**src/pkg/bf_pkg.sv**
```systemverilog
// constants, register map and enumerations for the breaker failure timer
package bf_pkg;
   // ====================
   // clock and timing
   // ====================
   localparam int unsigned CLK_HZ = 125000000;
   localparam int unsigned CYCLE_US = 5000;          // default program cycle, one step
   localparam int unsigned CYCLE_CYC_DEF = (CLK_HZ / 1000000) * CYCLE_US;
   localparam int unsigned RETRIP_DLY_STEPS = 20;    // 0.100 s
   localparam int unsigned BF_DLY_STEPS = 40;        // 0.200 s
   localparam int unsigned HYST_NUM = 97;            // reset ratio numerator, percent
   localparam int unsigned HYST_DEN = 100;
   localparam int unsigned DLY_W = 19;               // 1800 s / 5 ms = 360000 steps
   localparam int unsigned CUR_W = 16;

   // ====================
   // register map, word offsets
   // ====================
   localparam logic [3:0] REG_CTRL = 4'h0;
   localparam logic [3:0] REG_RETRIP_DLY = 4'h1;
   localparam logic [3:0] REG_BF_DLY = 4'h2;
   localparam logic [3:0] REG_PH_THR = 4'h3;
   localparam logic [3:0] REG_RES_THR = 4'h4;
   localparam logic [3:0] REG_STATUS = 4'h5;
   localparam logic [3:0] REG_RETRIP_CNT = 4'h6;
   localparam logic [3:0] REG_BF_CNT = 4'h7;

   // control field positions
   localparam int unsigned CTRL_RETRIP_EN = 0;
   localparam int unsigned CTRL_MODE_LO = 1;        // criterion, 2 bits
   localparam int unsigned CTRL_NODE_LO = 3;        // node mode, 3 bits
   localparam int unsigned CTRL_RES_EN = 6;
   localparam logic [31:0] CTRL_RESET = 32'h0000_0001;

   // status field positions
   localparam int unsigned ST_COND_LO = 0;          // 3 bits
   localparam int unsigned ST_NODE_LO = 3;          // 3 bits
   localparam int unsigned ST_START = 6;
   localparam int unsigned ST_BLOCKED = 7;
   localparam int unsigned ST_RETRIP = 8;
   localparam int unsigned ST_BF = 9;
   localparam int unsigned ST_PICKUP = 10;

   localparam logic [CUR_W-1:0] PH_THR_RESET = 16'h00C8;   // 0.20 In at 1000 per In
   localparam logic [CUR_W-1:0] RES_THR_RESET = 16'h04B0;  // 1.200 In at 1000 per In

   // ====================
   // enumerations
   // ====================
   typedef enum logic [1:0] {
      CRIT_CUR_ONLY = 2'b00,
      CRIT_CUR_AND_TRIP = 2'b01,
      CRIT_CUR_OR_TRIP = 2'b10
   } criterion_e;

   typedef enum logic [2:0] {
      COND_NORMAL = 3'b000,
      COND_START = 3'b001,
      COND_RETRIP = 3'b010,
      COND_BF = 3'b011,
      COND_ON = 3'b100,
      COND_BLOCKED = 3'b101
   } condition_e;

   typedef enum logic [2:0] {
      NODE_ON = 3'b000,
      NODE_BLOCKED = 3'b001,
      NODE_TEST = 3'b010,
      NODE_TEST_BLOCKED = 3'b011,
      NODE_OFF = 3'b100
   } node_e;

   typedef enum logic [1:0] {
      ST_IDLE = 2'b00,
      ST_TIMING = 2'b01,
      ST_BLK = 2'b10
   } fsm_e;
endpackage

```
**src/design/breaker_failure_timer_logic.sv**
```systemverilog
// breaker failure decision and timing logic with register port
//
// Implementation choices: the register addresses and the address-and-strobe port.
`timescale 1ns/1ns
// Operation
// RULE_01: sample blocking input at each cycle start
// RULE_02: pick-up unblocked asserts start, runs timers
// RULE_03: pick-up while blocked asserts blocked only
// RULE_04: late blocking clears start, releases timers
// RULE_05: blocking must lead delay expiry 5 ms
// RULE_06: one pick-up starts both timers
// RULE_07: failure delay exceeds retrip plus margins
// RULE_08: retrip enable, default on, hides output
// RULE_09: retrip after retrip delay, default 0.100s
// RULE_10: failure after failure delay, default 0.200s
// RULE_11: current-only criterion ignores trip output
// RULE_12: current-only resets when current drops
// RULE_13: current-and-trip halts until trip active
// RULE_14: current-and-trip resets when either drops
// RULE_15: current-or-trip starts on either
// RULE_16: current-or-trip fires while either holds
// RULE_17: current-or-trip resets when both drop
// RULE_18: six-state read-only condition indication
// RULE_19: five-state read-only node behaviour indication
// RULE_20: drop pick-up below 97 percent threshold
// RULE_21: any phase over common threshold picks up
// RULE_22: delays count ticks, cleared on reset
module breaker_failure_timer_logic #(
   parameter int unsigned CYCLE_CYC = bf_pkg::CYCLE_CYC_DEF,
   parameter int unsigned CUR_W = bf_pkg::CUR_W,
   parameter int unsigned DLY_W = bf_pkg::DLY_W
) (
   input wire logic ref_clk_i,
   input wire logic rstn_i,
   input wire logic [3:0] addr_i,
   input wire logic [31:0] wdata_i,
   input wire logic wr_i,
   input wire logic rd_i,
   output logic [31:0] rdata_o,
   input wire logic [CUR_W-1:0] cur_a_i,
   input wire logic [CUR_W-1:0] cur_b_i,
   input wire logic [CUR_W-1:0] cur_c_i,
   input wire logic [CUR_W-1:0] cur_res_i,
   input wire logic trip_mon_i,
   input wire logic breaker_failure_block_i,
   output logic start_o,
   output logic blocked_o,
   output logic retrip_o,
   output logic breaker_failure_output_o,
   output logic cycle_tick_o
);
   // ====================
   // registers
   // ====================
   logic [31:0] ctrl_q;
   logic [DLY_W-1:0] repeat_trip_delay_setting_q;
   logic [DLY_W-1:0] bf_delay_q;
   logic [CUR_W-1:0] phase_pickup_threshold_q;
   logic [CUR_W-1:0] residual_pickup_threshold_q;
   logic retrip_en;
   bf_pkg::criterion_e crit;
   bf_pkg::node_e node_mode;
   logic res_en;

   // register writes
   always_ff @(posedge ref_clk_i) begin
      if (!rstn_i) begin
         ctrl_q <= bf_pkg::CTRL_RESET; // see RULE_08
         repeat_trip_delay_setting_q <= DLY_W'(bf_pkg::RETRIP_DLY_STEPS); // see RULE_09
         bf_delay_q <= DLY_W'(bf_pkg::BF_DLY_STEPS); // see RULE_10
         phase_pickup_threshold_q <= bf_pkg::PH_THR_RESET;
         residual_pickup_threshold_q <= bf_pkg::RES_THR_RESET;
      end else if (wr_i) begin
         case (addr_i)
            bf_pkg::REG_CTRL: ctrl_q <= wdata_i;
            bf_pkg::REG_RETRIP_DLY: begin
               if (retrip_en) begin
                  repeat_trip_delay_setting_q <= wdata_i[DLY_W-1:0]; // see RULE_08
               end
            end
            bf_pkg::REG_BF_DLY: bf_delay_q <= wdata_i[DLY_W-1:0];
            bf_pkg::REG_PH_THR: phase_pickup_threshold_q <= wdata_i[CUR_W-1:0];
            bf_pkg::REG_RES_THR: residual_pickup_threshold_q <= wdata_i[CUR_W-1:0];
            default: ;
         endcase
      end
   end

   assign retrip_en = ctrl_q[bf_pkg::CTRL_RETRIP_EN];
   assign crit = bf_pkg::criterion_e'(ctrl_q[bf_pkg::CTRL_MODE_LO +: 2]);
   assign node_mode = bf_pkg::node_e'(ctrl_q[bf_pkg::CTRL_NODE_LO +: 3]);
   assign res_en = ctrl_q[bf_pkg::CTRL_RES_EN];

   // ====================
   // program cycle divider
   // ====================
   logic [31:0] div_q;
   logic tick;

   // one-cycle tick every CYCLE_CYC clocks
   always_ff @(posedge ref_clk_i) begin
      if (!rstn_i || tick) begin
         div_q <= '0;
      end else begin
         div_q <= div_q + 32'h0000_0001;
      end
   end

   assign tick = (div_q == 32'(CYCLE_CYC - 1));
   assign cycle_tick_o = tick;

   // ====================
   // current pick-up with hysteresis
   // ====================
   logic ph_pick_q;
   logic res_pick_q;
   logic ph_over;
   logic ph_held;
   logic res_over;
   logic res_held;
   logic [CUR_W+6:0] ph_drop;
   logic [CUR_W+6:0] res_drop;
   logic [CUR_W+6:0] a_s;
   logic [CUR_W+6:0] b_s;
   logic [CUR_W+6:0] c_s;
   logic [CUR_W+6:0] r_s;
   logic cur_pick;

   // compare magnitudes scaled by 100 against 97 percent of threshold
   assign ph_drop = (CUR_W+7)'(phase_pickup_threshold_q) * (CUR_W+7)'(bf_pkg::HYST_NUM);
   assign res_drop = (CUR_W+7)'(residual_pickup_threshold_q) * (CUR_W+7)'(bf_pkg::HYST_NUM);
   assign a_s = (CUR_W+7)'(cur_a_i) * (CUR_W+7)'(bf_pkg::HYST_DEN);
   assign b_s = (CUR_W+7)'(cur_b_i) * (CUR_W+7)'(bf_pkg::HYST_DEN);
   assign c_s = (CUR_W+7)'(cur_c_i) * (CUR_W+7)'(bf_pkg::HYST_DEN);
   assign r_s = (CUR_W+7)'(cur_res_i) * (CUR_W+7)'(bf_pkg::HYST_DEN);
   assign ph_over = (cur_a_i > phase_pickup_threshold_q)
                 || (cur_b_i > phase_pickup_threshold_q)
                 || (cur_c_i > phase_pickup_threshold_q); // see RULE_21
   assign ph_held = (a_s >= ph_drop) || (b_s >= ph_drop) || (c_s >= ph_drop); // see RULE_20
   assign res_over = res_en && (cur_res_i > residual_pickup_threshold_q);
   assign res_held = res_en && (r_s >= res_drop);

   // pick-up sets on exceed, drops only below reset ratio, per program cycle
   always_ff @(posedge ref_clk_i) begin
      if (!rstn_i) begin
         ph_pick_q <= 1'b0;
         res_pick_q <= 1'b0;
      end else if (tick) begin
         ph_pick_q <= ph_over || (ph_pick_q && ph_held); // see RULE_20
         res_pick_q <= res_over || (res_pick_q && res_held);
      end
   end

   assign cur_pick = ph_pick_q || res_pick_q;

   // ====================
   // criterion and blocking
   // ====================
   logic trip_q;
   logic blk_q;
   logic pickup;
   logic run;
   logic node_blk;
   logic node_off;

   // blocking and trip monitor sampled at cycle start
   always_ff @(posedge ref_clk_i) begin
      if (!rstn_i) begin
         blk_q <= 1'b0;
         trip_q <= 1'b0;
      end else if (tick) begin
         blk_q <= breaker_failure_block_i; // see RULE_01
         trip_q <= trip_mon_i;
      end
   end

   assign node_blk = (node_mode == bf_pkg::NODE_BLOCKED)
                  || (node_mode == bf_pkg::NODE_TEST_BLOCKED);
   assign node_off = (node_mode == bf_pkg::NODE_OFF);

   // common starting condition per criterion
   always_comb begin
      case (crit)
         bf_pkg::CRIT_CUR_ONLY: pickup = cur_pick; // see RULE_11
         bf_pkg::CRIT_CUR_AND_TRIP: pickup = cur_pick && trip_q; // see RULE_13
         bf_pkg::CRIT_CUR_OR_TRIP: pickup = cur_pick || trip_q; // see RULE_15, RULE_17
         default: pickup = cur_pick;
      endcase
   end

   // ====================
   // sequence state machine
   // ====================
   bf_pkg::fsm_e state_q;
   bf_pkg::fsm_e state_d;
   logic eff_blk;

   assign eff_blk = blk_q || node_blk;

   // idle, timing or blocked, evaluated on the tick
   always_comb begin
      state_d = state_q;
      case (state_q)
         bf_pkg::ST_IDLE: begin
            if (pickup && !eff_blk) begin
               state_d = bf_pkg::ST_TIMING; // see RULE_02
            end else if (pickup) begin
               state_d = bf_pkg::ST_BLK; // see RULE_03
            end
         end
         bf_pkg::ST_TIMING: begin
            if (!pickup) begin
               state_d = bf_pkg::ST_IDLE; // see RULE_12
            end else if (eff_blk) begin
               state_d = bf_pkg::ST_BLK; // see RULE_04
            end
         end
         bf_pkg::ST_BLK: begin
            if (!pickup) begin
               state_d = bf_pkg::ST_IDLE;
            end else if (!eff_blk) begin
               state_d = bf_pkg::ST_TIMING;
            end
         end
         default: state_d = bf_pkg::ST_IDLE;
      endcase
   end

   // state update once per program cycle; off mode forces idle
   always_ff @(posedge ref_clk_i) begin
      if (!rstn_i || node_off) begin
         state_q <= bf_pkg::ST_IDLE;
      end else if (tick) begin
         state_q <= state_d;
      end
   end

   // timers run only in timing state, any drop clears them
   assign run = (state_q == bf_pkg::ST_TIMING); // see RULE_14
   // current-or-trip leaves timing once both have cleared

   // ====================
   // delay timers from one common pick-up
   // ====================
   logic rt_done;
   logic bf_done;
   logic [DLY_W-1:0] rt_cnt;
   logic [DLY_W-1:0] bf_cnt;

   delay_timer #(.W(DLY_W)) u_retrip_timer (
      .ref_clk_i(ref_clk_i),
      .rstn_i(rstn_i),
      .tick_i(tick),
      .run_i(run && retrip_en), // see RULE_06
      .limit_i(repeat_trip_delay_setting_q),
      .done_o(rt_done),
      .count_o(rt_cnt)
   );

   delay_timer #(.W(DLY_W)) u_bf_timer (
      .ref_clk_i(ref_clk_i),
      .rstn_i(rstn_i),
      .tick_i(tick),
      .run_i(run), // see RULE_06
      .limit_i(bf_delay_q),
      .done_o(bf_done),
      .count_o(bf_cnt)
   );

   // ====================
   // outputs and indications
   // ====================
   bf_pkg::condition_e cond;

   // registered function outputs
   always_ff @(posedge ref_clk_i) begin
      if (!rstn_i) begin
         start_o <= 1'b0;
         blocked_o <= 1'b0;
         retrip_o <= 1'b0;
         breaker_failure_output_o <= 1'b0;
      end else begin
         start_o <= run; // see RULE_02
         blocked_o <= (state_q == bf_pkg::ST_BLK); // see RULE_03
         retrip_o <= rt_done && retrip_en; // see RULE_09
         breaker_failure_output_o <= bf_done; // see RULE_10, RULE_16
      end
   end

   // condition indication from current outputs
   always_comb begin
      if (blocked_o) begin
         cond = bf_pkg::COND_BLOCKED; // see RULE_18
      end else if (breaker_failure_output_o) begin
         cond = bf_pkg::COND_BF;
      end else if (retrip_o) begin
         cond = bf_pkg::COND_RETRIP;
      end else if (start_o) begin
         cond = bf_pkg::COND_START;
      end else if (cur_pick || trip_q) begin
         cond = bf_pkg::COND_ON;
      end else begin
         cond = bf_pkg::COND_NORMAL;
      end
   end

   // ====================
   // register read port, data one cycle after strobe
   // ====================
   logic [31:0] status;

   always_comb begin
      status = '0;
      status[bf_pkg::ST_COND_LO +: 3] = cond;
      status[bf_pkg::ST_NODE_LO +: 3] = node_mode; // see RULE_19
      status[bf_pkg::ST_START] = start_o;
      status[bf_pkg::ST_BLOCKED] = blocked_o;
      status[bf_pkg::ST_RETRIP] = retrip_o;
      status[bf_pkg::ST_BF] = breaker_failure_output_o;
      status[bf_pkg::ST_PICKUP] = cur_pick;
   end

   // read mux, unmapped reads zero
   always_ff @(posedge ref_clk_i) begin
      if (!rstn_i) begin
         rdata_o <= '0;
      end else if (rd_i) begin
         case (addr_i)
            bf_pkg::REG_CTRL: rdata_o <= ctrl_q;
            bf_pkg::REG_RETRIP_DLY: rdata_o <= retrip_en ? 32'(repeat_trip_delay_setting_q) : '0;
            bf_pkg::REG_BF_DLY: rdata_o <= 32'(bf_delay_q);
            bf_pkg::REG_PH_THR: rdata_o <= 32'(phase_pickup_threshold_q);
            bf_pkg::REG_RES_THR: rdata_o <= 32'(residual_pickup_threshold_q);
            bf_pkg::REG_STATUS: rdata_o <= status;
            bf_pkg::REG_RETRIP_CNT: rdata_o <= 32'(rt_cnt);
            bf_pkg::REG_BF_CNT: rdata_o <= 32'(bf_cnt);
            default: rdata_o <= '0;
         endcase
      end else begin
         rdata_o <= '0;
      end
   end
endmodule

```
**src/design/delay_timer.sv**
```systemverilog
// tick counter that fires after a settable number of evaluation ticks
`timescale 1ns/1ns
module delay_timer #(
   parameter int unsigned W = 19
) (
   input wire logic ref_clk_i,
   input wire logic rstn_i,
   input wire logic tick_i,
   input wire logic run_i,
   input wire logic [W-1:0] limit_i,
   output logic done_o,
   output logic [W-1:0] count_o
);
   logic [W-1:0] cnt_q;

   // count while running, clear whenever not running
   always_ff @(posedge ref_clk_i) begin
      if (!rstn_i || !run_i) begin
         cnt_q <= '0; // see RULE_22
      end else if (tick_i && cnt_q < limit_i) begin
         cnt_q <= cnt_q + 1'b1; // see RULE_22
      end
   end

   assign done_o = run_i && (cnt_q >= limit_i);
   assign count_o = cnt_q;
endmodule

```
**config.mk**
```make
export PLATFORM = sky130hd
export DESIGN_NAME = breaker_failure_timer_logic
export DESIGN_NICKNAME = d
export VERILOG_FILES = /design/src/pkg/bf_pkg.sv /design/src/design/breaker_failure_timer_logic.sv /design/src/design/delay_timer.sv
export SDC_FILE = /design/constraint.sdc
export NUM_CORES = 1
export LEC_CHECK = 0
export BUFFER_PORTS_ARGS = -buffer_cell sky130_fd_sc_hd__buf_2
export CELL_PAD_IN_SITES_DETAIL_PLACEMENT = 1
export CELL_PAD_IN_SITES_GLOBAL_PLACEMENT = 2
export CORE_ASPECT_RATIO = 1.1
export CORE_UTILIZATION = 26
export DETAILED_ROUTE_END_ITERATION = 10
export GPL_TIMING_DRIVEN = 0
export PLACE_DENSITY = 0.7
export SYNTH_ARGS = -nofsm -noshare
export SYNTH_HDL_FRONTEND = slang
export SYNTH_SLANG_ARGS = --single-unit
```
**constraint.sdc**
```tcl
create_clock -name ref_clk_i -period 6.7 [get_ports ref_clk_i]
set_input_delay 1.675 -clock ref_clk_i [delete_from_list [all_inputs] [get_ports ref_clk_i]]
set_output_delay 1.675 -clock ref_clk_i [all_outputs]
set_load 0.01 [all_outputs]
```
# Yosys cells after proc, flatten, opt, wreduce, memory -nomap -nowiden
# Cells that the tools add are included.
[word_totals]
in_bits = 106
reg_bits = 214
out_inout_bits = 37
wordCells = 111
[op_classes]
addsub = 3
n_eq_ne = 18
reduce_logical = 39
magnitude_cmp = 12
mux = 15
multipliers = 6
[op_table]
columns = ["cell", "n"]
rows = [
  ["32-bit one-hot mux with 8 select lines", 1],
  ["23-bit greater-or-equal comparator", 4],
  ["16-bit by 5-bit multiplier with 21-bit output, second input constant", 4],
  ["16-bit greater-than comparator", 4],
  ["16-bit by 7-bit multiplier with 23-bit output, second input constant", 2],
  ["19-bit by 1-bit adder with 19-bit output, second input constant", 2],
  ["19-bit greater-or-equal comparator", 2],
  ["19-bit < comparator", 2],
  ["32-bit by 1-bit adder with 32-bit output, second input constant", 1],
  ["32-bit by 20-bit == test with 1-bit output, second input constant", 1],
  ["19-bit two-way mux", 1],
  ["4-bit by 3-bit == test with 1-bit output, second input constant", 4],
  ["3-bit two-way mux", 5],
  ["1-bit logical OR", 14],
  ["1-bit logical AND", 12],
  ["2-bit two-way mux", 6],
  ["2-bit AND reduction", 5],
  ["4-bit by 2-bit == test with 1-bit output, second input constant", 2],
  ["3-bit != test, second input constant", 2],
  ["2-bit one-hot mux with 3 select lines", 1],
  ["2-bit by 1-bit == test with 1-bit output, second input constant", 2],
  ["2-bit == test, second input constant", 2],
  ["4-bit by 1-bit == test with 1-bit output, second input constant", 1],
  ["1-bit zero test", 4],
  ["9 further kinds", 9],
]

# Logic depth before layout (Yosys ltp)
[depth]
word_depth = 8
mapped_depth = 23

# By module
# A second synthesis with hierarchy kept.
[unflattened]
hier_cells = 2710
hier_area_um2 = 22733.1
[by_module_without_submodules]
columns = ["mod", "instances", "cells_per_inst", "seq_area_each_um2", "area_each_um2"]
rows = [
  ["breaker_failure_timer_logic", 1, 2344, 3523.4, 19862.8],
  ["delay_timer", 2, 183, 380.4, 1435.1],
]

# Worst setup path before layout
# OpenSTA, ideal clock, no wires.
[synth_path]
kind = "in2reg"
startpoint = "input cur_b_i[2]"
endpoint = "register ph_pick_q"
required_ns = 6.570
setup_slack_ns = 0.269
path_stages = 21
n_path_buf = 0
setup_time_ns = 0.130
arrival_ns = 6.301
cell_sequence = "ha_1 > ha_1 > fa_1 > ha_1 > o21ai_0 > o21ai_0 > a211oi_1 > nor2_1 > a21o_1 > a21oi_1 > xnor2_1 > ha_1 > nand4_1 > o221ai_1 > a21o_1 > maj3_1 > a21o_1 > maj3_2 > maj3_1 > o211ai_1 > nand4_1"
[synth_between]
elab_chain_len = 6
[synth_lines]
columns = ["element", "line_no", "text"]
rows = [
  ["from (decl)", "breaker_failure_timer_logic.sv:41", "input wire logic [CUR_W-1:0] cur_b_i,"],
  ["16-bit by 5-bit multiplier with 21-bit output", "breaker_failure_timer_logic.sv:133", "assign b_s = (CUR_W+7)'(cur_b_i) * (CUR_W+7)'(bf_pkg::HYST_DEN);"],
  ["23-bit greater-or-equal comparator", "breaker_failure_timer_logic.sv:139", "assign ph_held = (a_s >= ph_drop) || (b_s >= ph_drop) || (c_s >= ph_drop);"],
  ["1-bit logical OR (2 in a row)", "breaker_failure_timer_logic.sv:139", ""],
  ["1-bit logical AND", "breaker_failure_timer_logic.sv:149", "ph_pick_q <= ph_over || (ph_pick_q && ph_held);"],
  ["1-bit logical OR *", "breaker_failure_timer_logic.sv:149", ""],
  ["to (signal assigned)", "breaker_failure_timer_logic.sv:149", ""],
  ["to (decl)", "breaker_failure_timer_logic.sv:115", "logic ph_pick_q;"],
]
# Mark *: on every way between the ends. The rest lies on a longest branch, timed or not.
# A chain may end at the register's enable or synchronous reset.

# Worst setup path in the final report
[layout_path]
startpoint = "register phase_pickup_threshold_q[5]"
endpoint = "register ph_pick_q"
[layout_between]
elab_chain_len = 6
[layout_lines]
columns = ["element", "line_no", "text"]
rows = [
  ["from (decl)", "breaker_failure_timer_logic.sv:58", "logic [CUR_W-1:0] phase_pickup_threshold_q;"],
  ["from (signal assigned)", "breaker_failure_timer_logic.sv:71", "phase_pickup_threshold_q <= bf_pkg::PH_THR_RESET;"],
  ["from (signal assigned)", "breaker_failure_timer_logic.sv:82", "bf_pkg::REG_PH_THR: phase_pickup_threshold_q <= wdata_i[CUR_W-1:0];"],
  ["16-bit by 7-bit multiplier with 23-bit output", "breaker_failure_timer_logic.sv:130", "assign ph_drop = (CUR_W+7)'(phase_pickup_threshold_q) * (CUR_W+7)'(bf_pkg::HYST_NUM);"],
  ["23-bit greater-or-equal comparator", "breaker_failure_timer_logic.sv:139", ""],
  ["1-bit logical OR (2 in a row)", "breaker_failure_timer_logic.sv:139", ""],
  ["1-bit logical AND", "breaker_failure_timer_logic.sv:149", ""],
  ["1-bit logical OR *", "breaker_failure_timer_logic.sv:149", ""],
]
# Marked as above.

==> metrics.txt <==
status finished clean; largest net degree at the start of global routing 16; # diodes 0; vias per std cell 4.90; Core Footprint 85200 um^2; CP Capture Type flop; DR iter-0 viols slightly below 1000; final hold slack 444 ps; Tcrit/Tclk final 96.2%; largest area contributor in the netlist ha_1; type of origin of the critical path flop; worst slew pin tran 1310 ps; hpwl dp 62300 um; max-slew violations 0; Initial Utilization 26.4%; final setup vio count 0; Post-synth EDFFs 0; asr flop ratio synth 0%; clock transition at the registers of the reported paths 60 ps; io pins 143; worst vdd ir 0.193 mV; top-count cell post-synth ha_1; drt wl/cell 19.0 um; Die W 282 um; Synth Area in Simple Gates between 15 and 20%; area growth from synthesis to layout 13.9%; most instantiated cells after synthesis 527 x ha_1, 324 x inv_1, 291 x nand2_1; H-Tree Depth 1; GRT Overall Usage 17.5%; sequential fraction of the synthesis area 19.1%; Max-Cap Viols 0; Synth top area share 29.3%; chip height 310 um; PD cells 187 nW/um^2; Sink Count about 210; global placement routability congestion about 0.84; Area contributors post-synth ha_1 29%, dfxtp_1 19%, inv_1 5.4%; Data arrival, critical path around 6900 ps; vias in the first global route 20400; clock root cell clkbuf_16; Critical Path RT 7140 ps; Synth Area in XOR/XNOR about 5.7%; nets@finish 3513; clk_skew 37.4 ps; Avg Cell Area, Syn 8.49 um^2; hold violation count in the final report 0; largest family of logic cells by synthesized area adder cells; DIE AREA 87700 um^2; Max Clock Freq 0.155 GHz; RSZ-0062 raised after global routing no; site row count roughly 110; share of layout cells above drive strength 1 8.00%; crit path time final 6440 ps; relative slew slack 12.7%; first-pass GRT wire length about 120000 um; WL final 75600 um; 1st-pass router iterations 8; Netlist cell types 87; total power 0.00479 W; post-route ant nets 0; initial antenna violation count 1; clock tree buffer depth 3; Synth Area in Adders 34.8%; syn_nets around 3300; mux contribution to synthesized area 0.312%; WS Path Type reg2reg; Hold WC Path Type reg2reg; Synth Area in Compound Gates 17.5%; drt drc 0; Pleak 11.8 nW; TritonCTS Buffers 28; Critical Path Fanout Max 6; synthesized area 22500 um^2; Synth Register Bits 214; ys flop type dfxtp_1; Yosys warning count 0; detailed-route via count 19500; gate count after technology mapping 2649; CTS tree yes; GRT Residual Overflow 0; worst skew pair latency 590 ps; Port Buffers 139
[what timing repair did]
item                       in CTS  in global routing
hold buffers                    0                  0
resized for setup               0                  7
setup buffers                   0                  1
setup endpoints to repair       0                  1
[worst max-delay path, cell delays in order (launching register included)]
cell      delay, ps
dfxtp_1         570
ha_1            310
ha_1            300
ha_1            290
inv_1            50
fa_1            510
inv_1            40
ha_1            340
and3_1          200
a2111o_1        480
o211a_1         290
o21ai_0         220
nand2b_1        260
ha_1            370
nand2_1         100
a21oi_1          50
a211oi_1        340
o211ai_1        180
a32oi_1         250
o31ai_1         100
maj3_1          360
o311a_1         290
a32oi_1         250
nand4_1         130
[final timing paths]
| kind | start | endpoint | slack, ps | cells past startpoint |
|---|---|---|---|---|
| worst max register to register | phase_pickup_threshold_q[5]$_SDFFE_PN0P_ | ph_pick_q$_SDFFE_PN0P_ | 260 | 23 |
| worst max-delay path | phase_pickup_threshold_q[5]$_SDFFE_PN0P_ | ph_pick_q$_SDFFE_PN0P_ | 260 | 23 |
| worst min register to register | div_q[0]$_SDFF_PP0_ | div_q[0]$_SDFF_PP0_ | 440 | 1 |
| worst min-delay path | div_q[0]$_SDFF_PP0_ | div_q[0]$_SDFF_PP0_ | 440 | 1 |
[power breakdown]
| part | internal [W] | switching (W) |
|---|---|---|
| Sequential | 0.00128 | 0.0000148 |
| Clock | 0.000931 | 0.000616 |
| Combinational | 0.000838 | 0.00111 |
| Total | 0.00305 | 0.00174 |
[cells in the final DEF, fill, tap and decap left out, drive strengths merged, types with 22 or more instances in the layout]
master / n
nor2: 132
clkbuf: 100
nor4: 25
a21oi: 116
a31oi: 26
and2: 28
nand3: 57
or3: 22
buf: 147
ha: 527
a21o: 61
nand4: 45
nor2b: 32
inv: 325
o21a: 22
xnor2: 85
o21ai: 70
dfxtp: 214
fa: 60
and3: 25
a21boi: 92
nor3: 26
nand2: 292
xor2: 59
[metal layers]
layer | track usage, % | up-vias | part of all wire [%]
met3 | 1.73 | 74 | 3.4
met1 | 22.9 | 9460 | 47
li1 | - | 9670 | -
met2 | 30.8 | 310 | 47
met4 | 3.83 | 0 | 2.4
met5 | 0 | - | 0
[cell type report]
class,instances,area [um^2]
buffer,66,273
clock buffer,40,826
clock inverter,9,126
fill,10300,59600
inverter,325,1220
multi-input combinational,2044,16700
sequential,214,4280
tap,1140,1430
timing repair buffer,141,714
[flip-flops by register name (all words and copies together), names as in the netlist]
signal and flops:
bf_delay_q 19, blk_q 1, blocked_o 1, breaker_failure_output_o 1, ctrl_q 32, div_q 32, ph_pick_q 1, phase_pickup_threshold_q 16
rdata_o 32, repeat_trip_delay_setting_q 19, res_pick_q 1, residual_pickup_threshold_q 16, retrip_o 1, start_o 1, state_q 2, trip_q 1
u_bf_timer.count_o 19, u_retrip_timer.count_o 19
[cell families after synthesis]
logic type                 Yosys count
AOI/OAI and AO/OA                  568
xor gates and xnor gates           145
adders and majority gates          591
buffers and inverters              391
DFF                                214
muxes                                7
and+or+nand+nor                    733
[per-stage QoR]
step | TNS, ps | worst slack [ps] | std cells | cell area (um^2) | utilization, %
final | 0 | 256 | 3979 | 25600 | 30.1
after global routing | 0 | 13.9 | 3979 | 25600 | 30.1
after CTS | 0 | 59.4 | 3978 | 25600 | 30.0
after detailed placement | -536 | -514 | 3929 | 24600 | 28.9
after global placement | -479 | -479 | 3928 | 24600 | 28.9
after floorplan | 0 | 269 | 2649 | 22500 | -
(Power assumes the default switching activity.)
